[src/include/dacctl_defines.svh]
// Purpose: Constants for the converter control block.
// Assumes: Byte offsets on a 32-bit classic Wishbone bus.
// Notes: Printed offsets 0x00 and 0x01 are indices; byte address is 4x.
`ifndef DACCTL_DEFINES_SVH
`define DACCTL_DEFINES_SVH
`define DACCTL_IDX_CTRL 4'h0
`define DACCTL_IDX_DATA 4'h1
`define DACCTL_IDX_SLEEP 4'h2
`define DACCTL_IDX_STAT 4'h3
`define DACCTL_BIT_ENABLE 0
`define DACCTL_BIT_PINBUF 6
`define DACCTL_BIT_RUNSTBY 7
`define DACCTL_CTRL_RST 8'h00
`define DACCTL_DATA_RST 8'h00
`define DACCTL_SLEEP_RST 2'h0
`define DACCTL_CTRL_MASK 8'hC1
`define DACCTL_INSTANCE 0
`endif

[src/include/dacctl_pkg.sv]
// Purpose: Types for the converter control block.
// Assumes: Nothing beyond the defines header.
// Notes: Sleep mode encoding is shared with the register file.
package dacctl_pkg;
  typedef enum logic [1:0] {
    DACCTL_ACTIVE = 2'h0,
    DACCTL_IDLE = 2'h1,
    DACCTL_STANDBY = 2'h2,
    DACCTL_PWRDOWN = 2'h3
  } dacctl_sleep_t;
  typedef enum logic [2:0] {
    DACCTL_S_OFF = 3'b001,
    DACCTL_S_ON = 3'b010,
    DACCTL_S_HALT = 3'b100
  } dacctl_state_t;
endpackage

[src/include/dacctl_reg_if.sv]
// Purpose: Carrier between the bus front end and the control core.
// Assumes: One clock domain.
// Notes: Write strobes are one-cycle pulses.
`timescale 1ns/1ps
interface dacctl_reg_if;
  logic ctrl_we;
  logic data_we;
  logic sleep_we;
  logic [7:0] wdata;
  logic [7:0] ctrl_q;
  logic [7:0] data_q;
  logic [1:0] sleep_q;
  modport bus (output ctrl_we, data_we, sleep_we, wdata,
    input ctrl_q, data_q, sleep_q);
  modport core (input ctrl_we, data_we, sleep_we, wdata,
    output ctrl_q, data_q, sleep_q);
endinterface

[src/rtl/dacctl_regs.sv]
// Purpose: Control and data register storage.
// Assumes: Strobes come from the Wishbone front end.
// Notes: Only defined control bits are stored; others read zero.
`timescale 1ns/1ps
`include "dacctl_defines.svh"
module dacctl_regs (
  input wire logic clk,
  input wire logic rst,
  dacctl_reg_if.core rif
);
  import dacctl_pkg::*;
  logic [7:0] ctrl_r;
  logic [7:0] data_r;
  logic [1:0] sleep_r;

  // Control register keeps enable, pin buffer and standby bits.
  always_ff @(posedge clk or posedge rst) begin
    if (rst) begin
      ctrl_r <= `DACCTL_CTRL_RST;
    end else if (rif.ctrl_we) begin
      ctrl_r <= rif.wdata & `DACCTL_CTRL_MASK;
    end
  end

  // Data register stores the value whether enabled or not.
  always_ff @(posedge clk or posedge rst) begin
    if (rst) begin
      data_r <= `DACCTL_DATA_RST;
    end else if (rif.data_we) begin
      data_r <= rif.wdata;
    end
  end

  // Sleep mode request as seen by the power controller.
  always_ff @(posedge clk or posedge rst) begin
    if (rst) begin
      sleep_r <= `DACCTL_SLEEP_RST;
    end else if (rif.sleep_we) begin
      sleep_r <= rif.wdata[1:0];
    end
  end

  assign rif.ctrl_q = ctrl_r;
  assign rif.data_q = data_r;
  assign rif.sleep_q = sleep_r;
endmodule

[src/rtl/dacctl_top.sv]
// Purpose: Conversion control for an 8-bit resistor-string converter.
// Assumes: Classic Wishbone slave, 32-bit data, one clock at 40 MHz.
// Notes: Analog core is outside; this block drives its controls.
// Notes: Writes land at the taking edge; ack follows one cycle later.
// Notes: Sleep mode comes from a register standing in for the system.
// Notes: Debug halt is synchronised and shown in status, never acted on.
// Notes: Instance parameter other than zero removes the pin buffer.
// Function
// - Enable bit written one enables, written zero disables converter.
// - Data write while enabled starts a conversion at once.
// - Data write while disabled only stores; enabling later converts.
// - Output reaches the pin only with the pin buffer enable set.
// - Enabled converter feeds comparator and ADC regardless of pin buffer.
// - Standby with run-in-standby set keeps the converter running.
// - Standby without run-in-standby powers down converter and buffer.
// - Leaving standby re-enables converter; buffer only if pin enable set.
// - Power-down sleep always disables converter and buffer.
// - An 8-bit value maps linearly from ground to reference.
// - Only instance zero has a pin output driver.
// - Debug halt does not change converter behaviour.
// - Control register at 0x00 holds enable in bit 0, resets zero.
// - Control bit 6 enables the pin output buffer.
// - Control bit 7 keeps converter on through standby entry.
// - Data register at 0x01, 8 bits, read and write, resets zero.
//
// The implementer's own choices: register access over Wishbone and the register addresses.
`timescale 1ns/1ps
`include "dacctl_defines.svh"
module dacctl_top #(
  parameter int INSTANCE = `DACCTL_INSTANCE
) (
  input wire logic SYS_CLK,
  input wire logic RST,
  input wire logic WB_CYC_I,
  input wire logic WB_STB_I,
  input wire logic WB_WE_I,
  input wire logic [31:0] WB_ADR_I,
  input wire logic [3:0] WB_SEL_I,
  input wire logic [31:0] WB_DAT_I,
  input wire logic DEBUG_HALT,
  output logic [31:0] WB_DAT_O,
  output logic WB_ACK_O,
  output logic WB_ERR_O,
  output logic [7:0] CONV_DATA,
  output logic CONV_START,
  output logic CORE_POWER,
  output logic PIN_BUFFER_POWER,
  output logic INTERNAL_OUT_VALID
);
  import dacctl_pkg::*;

  // Carrier to the register storage; strobes go out, stored values return.
  dacctl_reg_if rif ();

  // Bus front end.
  logic req;
  logic [3:0] idx;
  logic aligned;
  logic ack_r;
  logic err_r;
  logic [31:0] rdat_r;
  logic [31:0] rdat_nxt;
  logic ctrl_we;
  logic data_we;
  logic sleep_we;
  // Control core.
  logic [1:0] dbg_sync_r;
  dacctl_state_t state_r;
  dacctl_state_t state_nxt;
  logic run_ok;
  logic start_r;
  logic core_r;
  logic buf_r;
  logic [7:0] conv_r;
  logic was_en;
  logic mapped;
  logic ack_nxt;
  logic err_nxt;
  logic start_nxt;
  logic core_nxt;
  logic buf_nxt;
  logic [7:0] conv_nxt;

  // Maps a byte address to a register index; upper bits must be zero.
  function automatic logic [3:0] word_index(input logic [31:0] a);
    word_index = a[5:2];
  endfunction

  // True for a word-aligned address inside the four-register window.
  // Anything else is answered with err and has no effect.
  function automatic logic addr_mapped(input logic [31:0] a);
    addr_mapped = (a[1:0] == 2'h0) && (a[31:6] == 26'h0) &&
      (a[5:2] <= `DACCTL_IDX_STAT);
  endfunction

  // True when the control state lets the analog core run.
  // Used for the present and the next state alike.
  function automatic logic is_run(input dacctl_state_t s);
    is_run = (s == DACCTL_S_ON);
  endfunction

  // Status word: running, core power, pin buffer power, halt seen.
  // Bits above the fourth read zero.
  function automatic logic [31:0] status_word(input logic run,
      input logic core, input logic pin, input logic halt);
    status_word = {28'h0, halt, pin, core, run};
  endfunction

  // A request is taken once; the answer flop masks it for the next edge.
  // Without that mask a held request would be answered twice.
  assign req = WB_CYC_I && WB_STB_I && !ack_r && !err_r;
  assign idx = word_index(WB_ADR_I);
  assign aligned = (WB_ADR_I[1:0] == 2'h0) && (WB_ADR_I[31:6] == 26'h0);
  assign mapped = addr_mapped(WB_ADR_I);

  // Write strobes need byte lane 0, where all register data sits.
  // A write without lane 0 is still acked but stores nothing.
  always_comb begin
    ctrl_we = 1'b0;
    data_we = 1'b0;
    sleep_we = 1'b0;
    if (req && WB_WE_I && aligned && WB_SEL_I[0]) begin
      if (idx == `DACCTL_IDX_CTRL) begin
        ctrl_we = 1'b1;
      end else if (idx == `DACCTL_IDX_DATA) begin
        data_we = 1'b1;
      end else if (idx == `DACCTL_IDX_SLEEP) begin
        sleep_we = 1'b1;
      end
    end
  end

  // Strobes and write data handed to the register storage.
  assign rif.ctrl_we = ctrl_we;
  assign rif.data_we = data_we;
  assign rif.sleep_we = sleep_we;
  assign rif.wdata = WB_DAT_I[7:0];

  // Storage sits in its own module so this decode stays small.
  dacctl_regs u_regs (
    .clk(SYS_CLK),
    .rst(RST),
    .rif(rif)
  );

  // Read mux; the status word shows the live state of the control core.
  // Unmapped indices read zero; the err answer covers them anyway.
  always_comb begin
    rdat_nxt = 32'h0;
    if (idx == `DACCTL_IDX_CTRL) begin
      rdat_nxt = {24'h0, rif.ctrl_q};
    end else if (idx == `DACCTL_IDX_DATA) begin
      rdat_nxt = {24'h0, rif.data_q};
    end else if (idx == `DACCTL_IDX_SLEEP) begin
      rdat_nxt = {30'h0, rif.sleep_q};
    end else if (idx == `DACCTL_IDX_STAT) begin
      rdat_nxt = status_word(was_en, core_r, buf_r, dbg_sync_r[1]);
    end
  end

  // Answer decode: a taken request gets exactly one of ack or err.
  // Unmapped or misaligned accesses answer with err and change nothing.
  always_comb begin
    ack_nxt = 1'b0;
    err_nxt = 1'b0;
    if (req) begin
      if (mapped) begin
        ack_nxt = 1'b1;
      end else begin
        err_nxt = 1'b1;
      end
    end
  end

  // Ack stands for one cycle because the taken request masks itself.
  always_ff @(posedge SYS_CLK or posedge RST) begin
    if (RST) begin
      ack_r <= 1'b0;
    end else begin
      ack_r <= ack_nxt;
    end
  end

  // Err follows the same one-cycle timing as ack.
  always_ff @(posedge SYS_CLK or posedge RST) begin
    if (RST) begin
      err_r <= 1'b0;
    end else begin
      err_r <= err_nxt;
    end
  end

  // Read data are registered each cycle; the master takes them with ack.
  always_ff @(posedge SYS_CLK or posedge RST) begin
    if (RST) begin
      rdat_r <= 32'h0;
    end else begin
      rdat_r <= rdat_nxt;
    end
  end

  // The halt pin is only synchronised; it is deliberately not acted on.
  // Its second stage feeds the status word so software can see halt.
  always_ff @(posedge SYS_CLK or posedge RST) begin
    if (RST) begin
      dbg_sync_r <= 2'h0;
    end else begin
      dbg_sync_r <= {dbg_sync_r[0], DEBUG_HALT};
    end
  end

  // Sleep gating: standby stops only without run-in-standby.
  always_comb begin
    run_ok = 1'b1;
    if (rif.sleep_q == DACCTL_PWRDOWN) begin
      run_ok = 1'b0;
    end else if (rif.sleep_q == DACCTL_STANDBY) begin
      run_ok = rif.ctrl_q[`DACCTL_BIT_RUNSTBY];
    end else if (rif.sleep_q == DACCTL_IDLE) begin
      run_ok = 1'b1; // Idle sleep leaves peripherals running.
    end else if (rif.sleep_q == DACCTL_ACTIVE) begin
      run_ok = 1'b1;
    end
  end

  // State machine: off, running, or parked by sleep.
  always_comb begin
    state_nxt = state_r;
    case (state_r)
      // Off: waits for the enable bit.
      DACCTL_S_OFF: begin
        if (rif.ctrl_q[`DACCTL_BIT_ENABLE]) begin
          state_nxt = run_ok ? DACCTL_S_ON : DACCTL_S_HALT;
        end
      end
      // Running: leaves on disable or when sleep stops the core.
      DACCTL_S_ON: begin
        if (!rif.ctrl_q[`DACCTL_BIT_ENABLE]) begin
          state_nxt = DACCTL_S_OFF;
        end else if (!run_ok) begin
          state_nxt = DACCTL_S_HALT;
        end
      end
      // Parked by sleep: resumes when sleep allows running again.
      DACCTL_S_HALT: begin
        if (!rif.ctrl_q[`DACCTL_BIT_ENABLE]) begin
          state_nxt = DACCTL_S_OFF;
        end else if (run_ok) begin
          state_nxt = DACCTL_S_ON;
        end
      end
      default: begin
        state_nxt = DACCTL_S_OFF;
      end
    endcase
  end

  // State register.
  always_ff @(posedge SYS_CLK or posedge RST) begin
    if (RST) begin
      state_r <= DACCTL_S_OFF;
    end else begin
      state_r <= state_nxt;
    end
  end

  // The core was running in the cycle now ending.
  assign was_en = is_run(state_r);

  // Power and start are decided from the next state so that the start
  // pulse and the power it needs rise together.
  always_comb begin
    start_nxt = 1'b0;
    core_nxt = 1'b0;
    buf_nxt = 1'b0;
    if (is_run(state_nxt)) begin
      core_nxt = 1'b1;
      if (!was_en || data_we) begin
        start_nxt = 1'b1;
      end
      if ((INSTANCE == 0) && rif.ctrl_q[`DACCTL_BIT_PINBUF]) begin
        buf_nxt = 1'b1;
      end
    end
  end

  // Code for the core: the bus value when it is written in the same
  // cycle, so a start never converts a value that has not landed.
  always_comb begin
    conv_nxt = conv_r;
    if (is_run(state_nxt)) begin
      if (data_we) begin
        conv_nxt = WB_DAT_I[7:0];
      end else begin
        conv_nxt = rif.data_q;
      end
    end
  end

  // Start pulse register; high for one cycle per conversion.
  always_ff @(posedge SYS_CLK or posedge RST) begin
    if (RST) begin
      start_r <= 1'b0;
    end else begin
      start_r <= start_nxt;
    end
  end

  // Code register presented to the core.
  always_ff @(posedge SYS_CLK or posedge RST) begin
    if (RST) begin
      conv_r <= 8'h00;
    end else begin
      conv_r <= conv_nxt;
    end
  end

  // Core power; the internal output is valid exactly while it is on.
  always_ff @(posedge SYS_CLK or posedge RST) begin
    if (RST) begin
      core_r <= 1'b0;
    end else begin
      core_r <= core_nxt;
    end
  end

  // Pin buffer power; only instance zero ever drives it high.
  always_ff @(posedge SYS_CLK or posedge RST) begin
    if (RST) begin
      buf_r <= 1'b0;
    end else begin
      buf_r <= buf_nxt;
    end
  end

  // No interrupt or event port exists on this block.
  assign WB_ACK_O = ack_r;
  assign WB_ERR_O = err_r;
  assign WB_DAT_O = rdat_r;

  // Core controls, each straight from a flop; internal valid shares the core power flop.
  assign CONV_DATA = conv_r;
  assign CONV_START = start_r;
  assign CORE_POWER = core_r;
  assign PIN_BUFFER_POWER = buf_r;
  assign INTERNAL_OUT_VALID = core_r;
endmodule

[config.mk]
export PLATFORM = sky130hd
export DESIGN_NAME = dacctl_top
export DESIGN_NICKNAME = d
export VERILOG_FILES = /design/src/include/dacctl_pkg.sv /design/src/include/dacctl_reg_if.sv /design/src/rtl/dacctl_regs.sv /design/src/rtl/dacctl_top.sv
export VERILOG_INCLUDE_DIRS = /design/src /design/src/include
export SDC_FILE = /design/constraint.sdc
export NUM_CORES = 1
export LEC_CHECK = 0
export BUFFER_PORTS_ARGS = -buffer_cell sky130_fd_sc_hd__buf_2
export CORE_MARGIN = 10
export CORE_UTILIZATION = 40
export CTS_BUF_LIST = sky130_fd_sc_hd__clkbuf_4 sky130_fd_sc_hd__clkbuf_8 sky130_fd_sc_hd__clkbuf_16
export DETAILED_ROUTE_END_ITERATION = 6
export GPL_TIMING_DRIVEN = 0
export PLACE_DENSITY = 0.8
export SLEW_MARGIN = 20
export SYNTH_ARGS = -nofsm -noshare
export SYNTH_HDL_FRONTEND = slang
export SYNTH_HIERARCHICAL = 1
export SYNTH_SLANG_ARGS = --single-unit
[constraint.sdc]
create_clock -name SYS_CLK -period 2.26 [get_ports SYS_CLK]
set_input_delay 0.226 -clock SYS_CLK [delete_from_list [all_inputs] [get_ports SYS_CLK]]
set_output_delay 0.226 -clock SYS_CLK [all_outputs]
set_load 0.01 [all_outputs]
Yosys cells after proc, flatten, opt, wreduce, memory -nomap -nowiden
Cells that the tools add are included.

storage, ports and cells
  output and inout bits = 46
  bits of input ports = 74
  word-level logic and storage cells = 69
  bits in registers = 63

cells by class
  $lt $le $gt $ge = 1
  muxes and demuxes = 32
  equal/unequal tests = 9
  reductions and logical operators = 15

operators with widths
  kind                                                 number
  zero test 26 bit                                     1
  two-way mux 8 bit                                    3
  two-way mux 1 bit                                    20
  two-way mux 3 bit                                    6
  one-hot mux 3 bit (3 select lines)                   1
  == test 4 x 2 -> 1 bit, second input constant        2
  logical AND 1 bit                                    8
  two-way mux 4 bit                                    2
  == test 3 x 2 -> 1 bit, second input constant        2
  == test 2 bit, second input constant                 2
  == test 4 x 1 -> 1 bit, second input constant        1
  <= comparator 4 x 2 -> 1 bit, second input constant  1
  zero test 4 bit                                      1
  == test 3 x 1 -> 1 bit, second input constant        1
  == test 3 bit, second input constant                 1
  zero test 1 bit                                      3
  zero test 2 bit                                      1
  logical OR 1 bit                                     1

Depth between registers and ports, before layout
Gate-level depths: netlist (run 1).

  word-level depth = 10
  depth in mapped cells = 8
  depth with buffers taken out = 5

Cells and area by module
Netlist (run 1), hierarchy kept.

modules (own cells, without submodules)
  module       sequential area each (µm²)  times used  area each (µm²)  cells an instance
  dacctl_top   651.9                       1           1,639.1          162
  dacctl_regs  325.3                       1           558.0            34

Worst setup path before layout (run 1)
No wires, ideal clock.

  path type = input to register
  start = in WB_ADR_I[19]
  end = reg u_regs.ctrl_r[0], in the netlist u_regs/rif.ctrl_q[0]
  arrival time = 2,494 ps
  setup slack = -359 ps
  setup time = 125 ps
  data required time = 2,135 ps
  stages = 7
  buffers on the path = 2
  cells stage by stage = or4_4 or4_1 buf_2 buf_6 or2_1 nor4_2 mux2_2

on the way
  word-level cells in the longest chain between the ends = 5

ends and longest elaborated chain
  item                            line               text
  from (decl)                     dacctl_top.sv:37   input wire logic [31:0] WB_ADR_I,
  zero test 26 bit                dacctl_top.sv:113  assign aligned = (WB_ADR_I[1:0] == 2'h0) && (WB_ADR_I[31:6] == 26'h0);
  logical AND 1 bit               dacctl_top.sv:113
  logical AND 1 bit (2 in a row)  dacctl_top.sv:122  if (req && WB_WE_I && aligned && WB_SEL_I[0]) begin
  two-way mux 1 bit               dacctl_top.sv:122
  net ctrl_we                     dacctl_top.sv:63   logic ctrl_we;
  to (signal assigned)            dacctl_regs.sv:19  ctrl_r <= `DACCTL_CTRL_RST;
  to (signal assigned)            dacctl_regs.sv:21  ctrl_r <= rif.wdata & `DACCTL_CTRL_MASK;
  to (decl)                       dacctl_regs.sv:12  logic [7:0] ctrl_r;

The timed path passes the listed nets, and every way through them passes these cells.
A chain may end at the register's enable or synchronous reset.

Worst setup path after layout (run 1)
  start = in WB_ADR_I[19]
  end = reg u_regs.data_r[5], in the netlist u_regs/rif.data_q[5]

on the way
  word-level cells in the longest chain between the ends = 6

ends and longest elaborated chain
  item                            line               text
  zero test 26 bit                dacctl_top.sv:113
  logical AND 1 bit               dacctl_top.sv:113
  logical AND 1 bit (2 in a row)  dacctl_top.sv:122
  two-way mux 1 bit               dacctl_top.sv:122
  net data_we                     dacctl_top.sv:64   logic data_we;
  two-way mux 8 bit               --
  to (signal assigned)            dacctl_regs.sv:28  data_r <= `DACCTL_DATA_RST;
  to (signal assigned)            dacctl_regs.sv:30  data_r <= rif.wdata;
  to (decl)                       dacctl_regs.sv:13  logic [7:0] data_r;

The timed path passes the listed nets, and every way through them passes these cells.

==> reports/metrics.cfg, run 1 <==
[outcome]
status = finished clean

[place]
io_buffers = 64
dp.cells = 357
gp_congestion = 0.8456
placed_cell_area_sq_um = 2734
dpl.hpwl_um = 4687
pre_cts_slack_ns = -0.4812

[critical_path]
r2r-end = u_regs/rif.data_q[5]$_DFFE_PP0P_
path_cells = buf_2, or4_4, or4_4, or3_1, inv_1, buf_6, mux2_4
reg2reg_slack_ns = 0.12
slowest_stage = or4_4
crit_arrival_ns = 2.35
rr_worst_depth = 6
path_max_fanout = 8
max_stage_delay_ns = 0.59
cp-start-kind = input pin
timing.rr.start = WB_ERR_O$_DFF_PP0_
path_class = in -> reg
crit_top_cell = or4_4
end_kind = flip-flop
cp.required_ns = 2.44

[cts]
clkTransAtPathRegs_ns = 0.08
worstSkewPairLatency_ns = 0.30
h-tree-depth = 2
clock_tree.buffer_depth = 2
cts_made_buffers = 5
cts_tree = done
cts_num_sinks = 39
root_buffer = clkbuf_8

[power]
ir_drop_uv = 210.5
p_leak_nw = 1.413
power_density_nw_per_um2 = 473.3
finalPower_mw = 1.345

[floorplan]
num_io_pins = 120
dieArea_sq_um = 8858
start_util_pct = 42.21
rows = 26
coreArea_sq_um = 5205
die_x_um = 94.12
die_h_um = 94.12

[cells_and_area]
final_cells = 366
finalNetCount = 369
fin_area_sq_um = 2843
diodes = 0
layout-drive-gt1-share_pct = 48.31
area_delta_synth_final_pct = 29.39
utilization_pct = 54.62

[worst_hold_path]
hold_path_depth = 1
hp-start = DEBUG_HALT
hold_path.class = in -> reg
hold_end = dbg_sync_r[0]$_DFF_PP0_

[sta]
holdWs_ns = 0.02401
setup_viol = 0
fin_skew_ns = 0.009506
rsz0062_at_grt = false
slew_headroom_pct = 37.44
finalCritPeriodShare_pct = 95.82
fin_ws_ns = 0.09454
finalMaxSlewViolations = 0
worstMarginPinSlew_ns = 0.9327
fin_crit_ns = 2.165
tns_ns = 0
hold_violations = 0
fmax_mhz = 461.8

[global_route]
grt_usage_pct = 13.06
grt-ovfl-total = 0
grt_util_met2_pct = 24.08
grtUsageMet1_pct = 13.23
grt_busiest_layer = met2
grt_max_degree = 27
antenna_found_initial = 0
use_met3_pct = 3.597
grt_pass1_vias = 1795
grt_first_pass_wirelength_um = 8997

[logic_synthesis]
synth_top_area_cell = dfrtp_1
netlist_area_sq_um = 2197
netlist_top_cells_area = dfrtp_1, buf_4, mux2_4
yosysMostFrequentCell = dfrtp_1
ys_warn_count = 6
synth_edf_count = 0
synthFlopType = dfrtp_1
netlist_top_cells_count = dfrtp_1, buf_4, or4_1
yosysTopAreaCellShare_pct = 43.28
synth_area_per_cell_sq_um = 11.21
yosysSeqAreaShare_pct = 44.48
ys_types = 42
synth-seq-cells = 39
async_reset_ff_share_pct = 100.0
syn_inst = 196

[route]
vias_per_cell = 4.639
dr.pass1.iters = 4
ant_nets = 0
wl_um = 5806
vias = 1698
post_drt_wl_per_cell_um = 15.86
drcViolationCount = 0
drtIter0Drc = 77

[job]
maxCapViolCount = 0

-- repair_timing --
item | CTS | global route
buffers inserted | 2 | 0
gates resized for setup | 5 | 0
pin swaps | 2 | 2
endpoints found under the setup margin | 13 | 7
hold endpoints to repair | 13 | 0
hold buffers | 1 | 0
-- power by group --
group	switching [mW]	total (mW)	internal (mW)
logic	0.0854	0.169	0.0834
registers	0.00112	0.703	0.702
clock network	0.246	0.474	0.228
total	0.333	1.35	1.01
-- registers in the layout, indices dropped and copies added, names as in the netlist --
signal,flops
PIN_BUFFER_POWER,1
CONV_START,1
CORE_POWER,1
CONV_DATA,8
WB_ACK_O,1
WB_ERR_O,1
state_r,3
dbg_sync_r,2
u_regs/rif.sleep_q,2
u_regs/rif.data_q,8
u_regs/rif.ctrl_q,3
WB_DAT_O,8
-- cell usage in the layout (no fill, tap or decap), types with 2 or more instances in the layout --
cell,n
buf_2,65
dfrtp_1,38
buf_4,35
conb_1,29
mux2_4,11
nand4_1,10
a21oi_1,9
o31ai_1,8
or4_1,8
a31oi_1,8
nor2_1,8
buf_6,6
nor4_1,5
clkbuf_8,5
or4_4,4
mux2_2,4
mux2i_1,4
inv_1,3
nand2_1,2
or3_1,2
and4_1,2
a22oi_1,2
mux4_2,2
nor2b_1,2
-- layer usage --
layer	part of all wire (%)	routed length (um)	up-vias
met1	36	2113	784
met5	0	0	-
met2	56	3233	50
li1	-	-	855
met3	6.0	346	9
met4	1.9	113	0
-- worst max-delay path, delay by kind of cell --
family | cells | cell delay, ns
AND/OR/NAND/NOR | 3 | 1.47
multiplexers | 1 | 0.30
buffers and inverters | 3 | 0.34
-- final cells by class --
class | instances | area [sq um]
Buffer | 43 | 341.6
Clock inverter | 2 | 12.51
Inverter | 4 | 15.01
Tap cell | 70 | 87.58
Multi-Input combinational cell | 135 | 987.2
Sequential cell | 39 | 977.2
Clock buffer | 6 | 76.32
Fill cell | 485 | 2362
Timing Repair Buffer | 67 | 345.3
-- worst max-delay path by stage --
stage,startpoint,end,slack [ns],cells after the start
after global placement,WB_ADR_I[27],u_regs/rif.ctrl_q[0]$_DFFE_PP0P_,-0.44,8
final,WB_ADR_I[19],u_regs/rif.data_q[5]$_DFFE_PP0P_,0.09,7
after detailed placement,WB_ADR_I[20],u_regs/rif.ctrl_q[0]$_DFFE_PP0P_,-0.48,8
after global routing,WB_ADR_I[14],u_regs/rif.data_q[3]$_DFFE_PP0P_,0.02,8
after floorplan,WB_ADR_I[27],u_regs/rif.data_q[0]$_DFFE_PP0P_,-0.23,8
after CTS,WB_ADR_I[19],u_regs/rif.ctrl_q[0]$_DFFE_PP0P_,0.02,6
-- cell families after synthesis --
group | share of synthesized area, %
buf+inv | 16.97
mux | 12.93
simple gates | 16.12
compound gates | 8.770
xor+xnor | 0.3987
flops | 44.48
other cells | 0.3418
No activity file was read; power rests on OpenSTA's default activity.
==> inputs of run 2 (changes only) <==
--- a/config.mk
+++ b/config.mk
@@ -11,9 +11,7 @@
 export CORE_UTILIZATION = 40
 export CTS_BUF_LIST = sky130_fd_sc_hd__clkbuf_4 sky130_fd_sc_hd__clkbuf_8 sky130_fd_sc_hd__clkbuf_16
 export DETAILED_ROUTE_END_ITERATION = 6
-export GPL_TIMING_DRIVEN = 0
 export PLACE_DENSITY = 0.8
-export SLEW_MARGIN = 20
 export SYNTH_ARGS = -nofsm -noshare
 export SYNTH_HDL_FRONTEND = slang
 export SYNTH_HIERARCHICAL = 1
==> run 2 against run 1 <==
Power increased by 4.7%. Combinational power fell by 22%. Clock power rose by 21%. Register-to-register slack lost 0.03 ns. Cell area decreased by 7.1%. Clock skew decreased by 0.0022 ns. Critical path depth unchanged. Count of clock-buffer cells in the layout fell by 1. Core utilization is 3.9 points lower. Via count fell by 3.6%. Wire length shrank 4.5%. Critical path type unchanged. Largest cell class is now flip-flops and latches. Highest routed layer unchanged.
==> reports/metrics.cfg, run 2 (synthesized netlist as in run 1, its figures left out) <==
[outcome]
status = finished clean  ; unchanged

[cts]
cts_made_buffers = 5  ; unchanged
cts_num_sinks = 39  ; unchanged
cts_setup_buffers = 0  ; was 2
worstSkewPairLatency_ns = 0.29  ; was 0.30 ns
h-tree-depth = 2  ; unchanged
root_buffer = clkbuf_8  ; unchanged
clkTransAtPathRegs_ns = 0.08  ; about the same
cts_tree = done  ; unchanged
clock_tree.buffer_depth = 2  ; unchanged

[sta]
hold_violations = 0  ; unchanged
fmax_mhz = 454.6  ; was 461.8 MHz
rsz0062_at_grt = false  ; unchanged
tns_ns = 0  ; unchanged
fin_crit_ns = 2.200  ; was 2.165 ns
finalMaxSlewViolations = 0  ; unchanged
finalCritPeriodShare_pct = 97.33  ; was 95.82%
worstMarginPinSlew_ns = 0.5255  ; was 0.9327 ns
slew_headroom_pct = 64.93  ; was 37.44%
fin_skew_ns = 0.007277  ; was 0.009506 ns
setup_viol = 0  ; unchanged
holdWs_ns = 0.03030  ; was 0.02401 ns

[power]
power.share.sequential_pct = 49.9  ; was 52.3%
ir_drop_uv = 270.1  ; was 210.5 uV
finalPower_mw = 1.409  ; was 1.345 mW
p_comb_share_pct = 9.3  ; was 12.5%
p_int_mw = 1.082  ; was 1.013 mW
p_leak_nw = 1.266  ; was 1.413 nW
power_density_nw_per_um2 = 533.8  ; was 473.3 nW/um^2
power.switching_uw = 327.1  ; was 332.6 uW
swShare_pct = 23.21  ; was 24.72%
pwr-share-clk_pct = 40.8  ; was 35.2%

[critical_path]
rr_worst_depth = 6  ; unchanged
cp-start-kind = input pin  ; unchanged
slowest_stage = or4_1  ; was or4_4
timing.rr.start = WB_ERR_O$_DFF_PP0_  ; unchanged
crit_arrival_ns = 2.38  ; was 2.35 ns
r2r-end = u_regs/rif.data_q[4]$_DFFE_PP0P_  ; was u_regs/rif.data_q[5]$_DFFE_PP0P_
reg2reg_slack_ns = 0.09  ; was 0.12 ns
path_class = in -> reg  ; unchanged
cp.required_ns = 2.45  ; was 2.44 ns
path_cells = buf_2, or4_1, or4_4, or3_1, inv_2, buf_4, mux2_4  ; was buf_2, or4_4, or4_4, or3_1, inv_1, buf_6, mux2_4
end_kind = flip-flop  ; unchanged
path_max_fanout = 4  ; was 8
max_stage_delay_ns = 0.56  ; was 0.59 ns

[worst_hold_path]
hold_path.class = in -> reg  ; unchanged
hold_path_depth = 1  ; unchanged
hp-start = DEBUG_HALT  ; unchanged
hold_end = dbg_sync_r[0]$_DFF_PP0_  ; unchanged

[place]
dpl.hpwl_um = 4520  ; was 4687 um
gp_congestion = 0.8276  ; was 0.8456
io_buffers = 68  ; was 64

[cells_and_area]
area_delta_synth_final_pct = 20.16  ; was 29.39%
diodes = 0  ; unchanged
final_cell_mix = buf_2, dfrtp_1, conb_1  ; was buf_2, dfrtp_1, buf_4
final_common_cell = buf_2  ; unchanged
fillers = 480  ; was 485
layout-drive-gt1-share_pct = 44.12  ; was 48.31%
finalNetCount = 345  ; was 369

[floorplan]
die_h_um = 94.12  ; unchanged
start_util_pct = 42.21  ; unchanged
die_x_um = 94.12  ; unchanged
coreArea_sq_um = 5205  ; unchanged
rows = 26  ; unchanged
num_io_pins = 120  ; unchanged
dieArea_sq_um = 8858  ; unchanged

[route]
ant_nets = 0  ; unchanged
drtIter0Drc = 62  ; was 77
post_drt_wl_per_cell_um = 16.21  ; was 15.86 um
vias = 1637  ; was 1,698
drcViolationCount = 0  ; unchanged
wl_um = 5544  ; was 5806 um
vias_per_cell = 4.787  ; was 4.639
dr.pass1.iters = 4  ; unchanged

[job]
maxCapViolCount = 0  ; unchanged

[global_route]
antenna_found_initial = 0  ; unchanged
grt_first_pass_wirelength_um = 8590  ; was 8997 um
grt_pass1_vias = 1715  ; was 1,795
grt_max_degree = 27  ; unchanged
grt-ovfl-total = 0  ; unchanged
grt_usage_pct = 12.22  ; was 13.06%

==> run 2: changes by cell type in the layout (fill, tap and decap cells not counted), sizes merged <==
cell          change
dlymetal6s2s      -1
inv               +1
buf              -21
bufinv            +1
clkbuf            -3
clkinvlp          -1
==> run 2: per-stage QoR <==
step                      utilization, %  setup slack [ns]  instance area [sq um]  cells
final                              50.72           0.06045                   2640    342
after global routing               50.72           0.02208                   2640    342
after CTS                          50.72           0.01723                   2640    342
after detailed placement           48.37           -0.2863                   2517    333
after global placement             48.37           -0.2369                   2517    333
after floorplan                        -           -0.2262                   2326    223
==> run 2: cell type report <==
type	count	area, sq um	share of cell area [%]
multi-input combinational	135	969.7	36.73
clock inverter	3	43.79	1.659
clock buffer	5	68.82	2.607
timing repair buffer	86	478.0	18.10
tap	70	87.58	3.318
inverter	4	15.01	0.5687
sequential	39	977.2	37.01
==> run 2: critical path, delay by kind of cell <==
| kind | cells | cell delay, ns |
|---|---|---|
| buf+inv | 3 | 0.35 |
| simple gates | 3 | 1.51 |
| mux | 1 | 0.29 |
==> run 2: worst max path at each step <==
stage / slack [ns] / from / cells after the start / to
floorplan: -0.23 / WB_ADR_I[27] / 8 / u_regs/rif.data_q[0]$_DFFE_PP0P_
global placement: -0.24 / WB_ADR_I[27] / 7 / u_regs/rif.data_q[3]$_DFFE_PP0P_
global route: 0.02 / WB_ERR_O$_DFF_PP0_ / 6 / u_regs/rif.data_q[3]$_DFFE_PP0P_
detailed placement: -0.29 / WB_ADR_I[20] / 7 / u_regs/rif.data_q[4]$_DFFE_PP0P_
finish: 0.06 / WB_ADR_I[20] / 7 / u_regs/rif.data_q[4]$_DFFE_PP0P_
CTS: 0.02 / WB_ADR_I[20] / 7 / u_regs/rif.data_q[3]$_DFFE_PP0P_
==> run 2: routing by layer <==
layer,vias to the layer above,wire [um],GRT usage [%]
li1,810,-,-
met2,48,3053,22.41
met5,-,0,0
met1,772,2078,12.75
met4,0,62,3.797
met3,7,350,4.157
==> run 2: power by group through the flow <==
stage	Combinational (mW)	Clock [mW]	Sequential, mW
3_3_place_gp	0.126	0	0.716
3_5_place_dp	0.128	0	0.717
2_1_floorplan	0.107	0	0.718
4_1_cts	0.130	0.585	0.703
5_1_grt	0.146	0.622	0.703
6_report	0.131	0.575	0.703
==> run 2: timing repair <==
| action | 4_1_cts | 5_1_grt |
|---|---|---|
| endpoints found under the setup margin | 0 | 7 |
| hold endpoints to repair | 32 | 0 |
| hold buffers | 1 | 0 |
| gates resized for setup | 0 | 1 |
